File: src/hdl/pcbrk_pkg.sv
// Package of constants for the program-counter break match channel.
//------------------------------------------------------------------
// Summary of operation
// - Match flag sets when the selected condition is met and stays set until cleared.
// - Cycle-select value 001 makes CPU-initiated bus cycles eligible.
// - Break-source value 01 makes an instruction fetch at the address the source.
// - Read-select field decides whether read cycles qualify.
// - Handler software clears the match flag by writing zero to it.
// - Stop bit at 1 holds the unit stopped; 0 restores operation.
//------------------------------------------------------------------
package pcbrk_pkg;

  // ---------------------------------------------------------------
  // Register map, byte addresses.
  // ---------------------------------------------------------------
  localparam logic [23:0] PCBRK_ADDR_OFS   = 24'hfffa00;
  localparam logic [23:0] PCBRK_CTRL_OFS   = 24'hfffa28;
  localparam logic [23:0] PCBRK_STOP_OFS   = 24'hfffa40;
  localparam logic [23:0] PCBRK_STAT_OFS   = 24'hfffa44;
  localparam logic [23:0] PCBRK_IEN_OFS    = 24'hfffa48;
  localparam logic [23:0] PCBRK_ICLR_OFS   = 24'hfffa4c;

  // ---------------------------------------------------------------
  // Control register fields.
  // ---------------------------------------------------------------
  localparam int          PCBRK_CMF_BIT    = 15;
  localparam int          PCBRK_CYC_LSB    = 9;
  localparam int          PCBRK_SRC_LSB    = 4;
  localparam int          PCBRK_RD_LSB     = 2;
  localparam logic [2:0]  PCBRK_CYC_CPU    = 3'h1;
  localparam logic [1:0]  PCBRK_SRC_PC     = 2'h1;
  localparam logic [1:0]  PCBRK_RD_ANY     = 2'h0;
  localparam logic [1:0]  PCBRK_RD_READ    = 2'h1;
  localparam logic [1:0]  PCBRK_RD_WRITE   = 2'h2;
  localparam logic [15:0] PCBRK_CTRL_MASK  = 16'h8e3c;

  // ---------------------------------------------------------------
  // Reset values.
  // ---------------------------------------------------------------
  localparam logic [31:0] PCBRK_ADDR_RST   = 32'h00000000;
  localparam logic [15:0] PCBRK_CTRL_RST   = 16'h0000;
  localparam logic        PCBRK_STOP_RST   = 1'b1;

  // Interrupt status bits: 0 break request, 1 stop-bit write while the match flag is set.
  localparam int          PCBRK_NEV        = 2;

endpackage : pcbrk_pkg

File: src/hdl/pcbrk_match.sv
// Address and cycle-type comparator of the break channel.
`timescale 1ns/1ps
`default_nettype none
module pcbrk_match
  import pcbrk_pkg::*;
#(
  parameter int AW = 32
) (
  input  wire logic [AW-1:0] brk_addr,
  input  wire logic [15:0]   ctrl,
  input  wire logic          cyc_valid,
  input  wire logic [AW-1:0] cyc_addr,
  input  wire logic          cyc_cpu,
  input  wire logic          cyc_fetch,
  input  wire logic          cyc_read,
  output logic               hit
);

  logic [2:0] cyc_sel;
  logic [1:0] src_sel;
  logic [1:0] rd_sel;
  logic       addr_ok;
  logic       type_ok;
  logic       src_ok;
  logic       rd_ok;

  // Field extraction and per-term qualification.
  assign cyc_sel = ctrl[PCBRK_CYC_LSB+2:PCBRK_CYC_LSB];
  assign src_sel = ctrl[PCBRK_SRC_LSB+1:PCBRK_SRC_LSB];
  assign rd_sel  = ctrl[PCBRK_RD_LSB+1:PCBRK_RD_LSB];
  assign addr_ok = (cyc_addr == brk_addr);
  assign type_ok = (cyc_sel == PCBRK_CYC_CPU) && cyc_cpu;
  assign src_ok  = (src_sel == PCBRK_SRC_PC) && cyc_fetch;

  // Read-select qualification; other codes never qualify.
  always_comb begin
    case (rd_sel)
      PCBRK_RD_ANY:   rd_ok = 1'b1;
      PCBRK_RD_READ:  rd_ok = cyc_read;
      PCBRK_RD_WRITE: rd_ok = !cyc_read;
      default:        rd_ok = 1'b0;
    endcase
  end

  // All enabled terms must agree in the same cycle.
  assign hit = cyc_valid && addr_ok && type_ok && src_ok && rd_ok;

endmodule : pcbrk_match
`default_nettype wire

File: src/hdl/pcbrk_channel.sv
// Top of the program-counter break match channel with its register slave.
`timescale 1ns/1ps
`default_nettype none
module pcbrk_channel
  import pcbrk_pkg::*;
#(
  parameter int AW = 32
) (
  input  wire logic          clock,
  input  wire logic          reset,
  input  wire logic [23:0]   avs_address,
  input  wire logic          avs_read,
  input  wire logic          avs_write,
  input  wire logic [31:0]   avs_writedata,
  input  wire logic [3:0]    avs_byteenable,
  output logic [31:0]        avs_readdata,
  output logic               avs_waitrequest,
  input  wire logic          cyc_valid,
  input  wire logic [AW-1:0] cyc_addr,
  input  wire logic          cyc_cpu,
  input  wire logic          cyc_fetch,
  input  wire logic          cyc_read,
  output logic               break_req,
  output logic               irq
);

  //----------------------------------------------------------------
  // Register state.
  //----------------------------------------------------------------
  logic [AW-1:0]        addr_r,  addr_nxt;
  logic [15:0]          ctrl_r,  ctrl_nxt;
  logic                 stop_r,  stop_nxt;
  logic [PCBRK_NEV-1:0] stat_r,  stat_nxt;
  logic [PCBRK_NEV-1:0] ien_r,   ien_nxt;
  logic                 ack_r,   ack_nxt;
  logic [31:0]          rdata_r, rdata_nxt;
  logic                 brk_r,   brk_nxt;

  logic                 hit;
  logic                 wr_go;
  logic                 rd_go;
  logic [31:0]          wmask;
  logic [PCBRK_NEV-1:0] ev;

  // Byte enables widened to a bit mask.
  assign wmask = {{8{avs_byteenable[3]}}, {8{avs_byteenable[2]}},
                  {8{avs_byteenable[1]}}, {8{avs_byteenable[0]}}};

  // One wait state per access: the answer comes at the second edge.
  assign avs_waitrequest = (avs_read || avs_write) && !ack_r;
  assign wr_go           = avs_write && ack_r;
  assign rd_go           = avs_read && !ack_r;

  //----------------------------------------------------------------
  // Comparator.
  //----------------------------------------------------------------
  pcbrk_match #(
    .AW (AW)
  ) u_match (
    .brk_addr  (addr_r),
    .ctrl      (ctrl_r),
    .cyc_valid (cyc_valid && !stop_r),
    .cyc_addr  (cyc_addr),
    .cyc_cpu   (cyc_cpu),
    .cyc_fetch (cyc_fetch),
    .cyc_read  (cyc_read),
    .hit       (hit)
  );

  // Interrupt events: a break, or a stop request while a match is pending.
  assign ev[0] = hit;
  assign ev[1] = wr_go && (avs_address == PCBRK_STOP_OFS) && avs_byteenable[0]
                 && avs_writedata[0] && ctrl_r[PCBRK_CMF_BIT];

  //----------------------------------------------------------------
  // Next-state logic of registers and the bus slave.
  //----------------------------------------------------------------
  always_comb begin
    addr_nxt  = addr_r;
    ctrl_nxt  = ctrl_r;
    stop_nxt  = stop_r;
    stat_nxt  = stat_r;
    ien_nxt   = ien_r;
    ack_nxt   = (avs_read || avs_write) && !ack_r;
    rdata_nxt = rdata_r;
    brk_nxt   = 1'b0;
    if (wr_go) begin
      case (avs_address)
        PCBRK_ADDR_OFS: begin
          addr_nxt = (addr_r & ~wmask[AW-1:0]) | (avs_writedata[AW-1:0] & wmask[AW-1:0]);
        end
        PCBRK_CTRL_OFS: begin
          // The flag only accepts a zero; a one written there is ignored.
          ctrl_nxt = (ctrl_r & ~wmask[15:0]) | (avs_writedata[15:0] & wmask[15:0]);
          ctrl_nxt = ctrl_nxt & PCBRK_CTRL_MASK;
          ctrl_nxt[PCBRK_CMF_BIT] = ctrl_r[PCBRK_CMF_BIT] &&
                                    (avs_writedata[PCBRK_CMF_BIT] || !avs_byteenable[1]);
        end
        PCBRK_STOP_OFS: begin
          if (avs_byteenable[0]) begin
            stop_nxt = avs_writedata[0];
          end
        end
        PCBRK_IEN_OFS: begin
          if (avs_byteenable[0]) begin
            ien_nxt = avs_writedata[PCBRK_NEV-1:0];
          end
        end
        PCBRK_ICLR_OFS: begin
          if (avs_byteenable[0]) begin
            stat_nxt = stat_r & ~avs_writedata[PCBRK_NEV-1:0];
          end
        end
        default: begin
        end
      endcase
    end
    // Hardware set wins over a software clear in the same cycle.
    stat_nxt = stat_nxt | ev;
    if (hit) begin
      ctrl_nxt[PCBRK_CMF_BIT] = 1'b1;
      brk_nxt = 1'b1;
    end
    if (rd_go) begin
      case (avs_address)
        PCBRK_ADDR_OFS: rdata_nxt = 32'(addr_r);
        PCBRK_CTRL_OFS: rdata_nxt = {16'h0000, ctrl_r};
        PCBRK_STOP_OFS: rdata_nxt = {31'h00000000, stop_r};
        PCBRK_STAT_OFS: rdata_nxt = 32'(stat_r);
        PCBRK_IEN_OFS:  rdata_nxt = 32'(ien_r);
        default:        rdata_nxt = 32'h00000000;
      endcase
    end
  end

  // Register update.
  always_ff @(posedge clock) begin
    if (reset) begin
      addr_r  <= PCBRK_ADDR_RST[AW-1:0];
      ctrl_r  <= PCBRK_CTRL_RST;
      stop_r  <= PCBRK_STOP_RST;
      stat_r  <= '0;
      ien_r   <= '0;
      ack_r   <= 1'b0;
      rdata_r <= 32'h00000000;
      brk_r   <= 1'b0;
    end else begin
      addr_r  <= addr_nxt;
      ctrl_r  <= ctrl_nxt;
      stop_r  <= stop_nxt;
      stat_r  <= stat_nxt;
      ien_r   <= ien_nxt;
      ack_r   <= ack_nxt;
      rdata_r <= rdata_nxt;
      brk_r   <= brk_nxt;
    end
  end

  // Outputs.
  assign avs_readdata = rdata_r;
  assign break_req    = brk_r;
  assign irq          = |(stat_r & ien_r);

endmodule : pcbrk_channel
`default_nettype wire

File: config.mk
export PLATFORM = sky130hd
export DESIGN_NAME = pcbrk_channel
export DESIGN_NICKNAME = d
export VERILOG_FILES = /design/src/hdl/pcbrk_pkg.sv /design/src/hdl/pcbrk_match.sv /design/src/hdl/pcbrk_channel.sv
export SDC_FILE = /design/constraint.sdc
export NUM_CORES = 1
export LEC_CHECK = 0
export ABC_AREA = 1
export BUFFER_PORTS_ARGS = -buffer_cell sky130_fd_sc_hd__buf_2
export CORE_UTILIZATION = 30
export DETAILED_ROUTE_END_ITERATION = 16
export GPL_ROUTABILITY_DRIVEN = 0
export PLACE_DENSITY = 0.62
export SETUP_SLACK_MARGIN = 0.2
export SYNTH_ARGS = -nofsm -noshare
export SYNTH_HDL_FRONTEND = slang
export SYNTH_HIERARCHICAL = 1
export SYNTH_SLANG_ARGS = --single-unit
File: constraint.sdc
create_clock -name clock -period 1.6 [get_ports clock]
set_clock_uncertainty 0.1 [all_clocks]
set_input_delay 0 -clock clock [delete_from_list [all_inputs] [get_ports clock]]
set_output_delay 0 -clock clock [all_outputs]
set_load 0.05 [all_outputs]
==> flow_summary.toml <==
[cells_and_area]
num-fill-cells = 1364
drive_gt1_frac = 0.2931
layout.nets = 890
fin_util = 0.4505
syn_to_final_growth_pct = 44.35
antenna_cells = 0
instances_no_fill = 967
design_area_sq_mm = 0.005754

[die]
die-area_sq_mm = 0.01375
coreArea_sq_mm = 0.01277
die_x_microns = 117.3
floorplan.initialDensity = 0.3121
num_rows = 41
die_height_microns = 117.3
io_pins = 135

[global_route]
grt_pass1_wl_microns = 18610
overflow = 0
grt_util_met2 = 0.2808
grt.busiest_layer = "met2"
grt_usage = 0.1787
met3_usage = 0.03141
grt_pass1_vias = 3826
grt_start_max_net_pins = 48
antenna_found_initial = 0
met1_usage = 0.2466

[timing]
max_freq_mhz = 702.2
slew_headroom = 0.7192
hold_slack_ns = 0.008640
worst_pin_slew_ns = 0.4212
rsz0062_at_grt = "true"
drv_slew = 0
tns_ns = 0
fin_crit_ns = 1.424
layout_setup_ws_ns = 0.1759
fin_crit_sh = 0.8901
finalHoldViolCount = 0
setup_viol = 0

[drt]
drcViolationCount = 0
vias = 4253
routed_wl_microns = 12030
antenna_left = 0
firstDrtPassIters = 4
drt_iter0_drc = 192
via_per_inst = 4.398
wl_per_cell_microns = 12.44

[clock_tree]
clkLatencyLatePin_ns = 0.33
h-tree-depth = 3
cts_made_buffers = 9
clk_pin_slew_worst_paths_ns = 0.06
root_buffer = "clkbuf_16"
clockBufferDepth = 2
cts_tree = "yes"
cts_sinks = 79

[power]
ir_worst_vdd_mv = 0.4191
p_leak_nw = 2.620
finalPower_mw = 4.590
p_per_area_mw_per_mm2 = 797.7

[synth]
syn_area_per_cell_sq_um = 6.611
netlist_area_sq_mm = 0.003986
synth_nets = 703
syn_inst = 603
ys_warn_count = 6

[critical_path]
ff2ff_path_depth = 7
worst_setup_path_end_kind = "flip-flop"
start_kind = "flip-flop"
path_max_fanout = 3
crit_arrival_ns = 1.58
critical_path_class = "reg -> reg"
cp.required_ns = 1.76

[min_path]
hp-class = "in -> reg"
hold_path_depth = 3

[placement]
place_ws_ns = 0.1211
post-place-cells = 906
placed_area_sq_mm = 0.004942
dp_hpwl_microns = 8825
portBuffers = 134

[run_status]
status = "finished clean"

[flow_run]
cap_violations = 0
critical path, stage by stage (launching register included):
cell and delay (ns):
dfxtp_2 0.33, xnor2_1 0.18, nand2_1 0.11, nor3_2 0.14
nand3_1 0.14, nor2_1 0.15, inv_2 0.08, o22ai_1 0.14
power breakdown:
group | internal (mW) | total [mW] | switching [mW]
Sequential | 2.01 | 2.02 | 0.0171
Combinational | 0.282 | 0.685 | 0.403
Clock | 1.05 | 1.88 | 0.833
routing by layer:
| layer | routed length, microns | share of wire | up-vias |
|---|---|---|---|
| met2 | 5495 | 0.46 | 102 |
| met3 | 561 | 0.047 | 12 |
| met1 | 5790 | 0.48 | 1877 |
| met4 | 179 | 0.015 | 0 |
| li1 | - | - | 2262 |
| met5 | 0 | 0 | - |
cell type report:
cell class,instances,area (sq um),share of cell area
timing repair buffer,195,1286,0.2235
inverter,105,395.4,0.06871
clock buffer,11,232.7,0.04044
multi-input combinational,400,1984,0.3449
clock inverter,5,35.03,0.006088
tap,172,215.2,0.03740
sequential,79,1605,0.2790
path summary, 6_finish.rpt:
check	endpoint	slack [ns]	from
worst max-delay path	ctrl_r[15]	0.18	flip-flop
worst min-delay path	avs_readdata[2]	0.009	reset
worst max register to register	ctrl_r[15]	0.18	flip-flop
worst min register to register	flip-flop	0.36	flip-flop
cells in the final DEF, fill, tap and decap left out, types with 3 or more instances in the layout:
cell / n
dfxtp_2: 19
o21ai_0: 50
clkbuf_16: 9
xor2_1: 7
clkinvlp_4: 4
inv_2: 11
dfxtp_1: 60
nor2_1: 53
buf_4: 18
a21oi_1: 65
buf_12: 5
nand2_2: 6
xnor2_1: 5
nand2_4: 3
o21ai_1: 22
buf_2: 134
nand4_1: 3
nand2_8: 3
inv_1: 93
nor2_2: 8
dlygate4sd3_1: 38
nand3_1: 25
nand2_1: 133
timing repair:
item	4_1_cts	5_1_grt
hold buffers	38	0
setup endpoints to repair	14	44
pin swaps	7	9
resized for setup	15	34
setup buffers	1	5
gates cloned	0	1
hold endpoints to repair	46	0
Power figures use the tool's default switching activity.
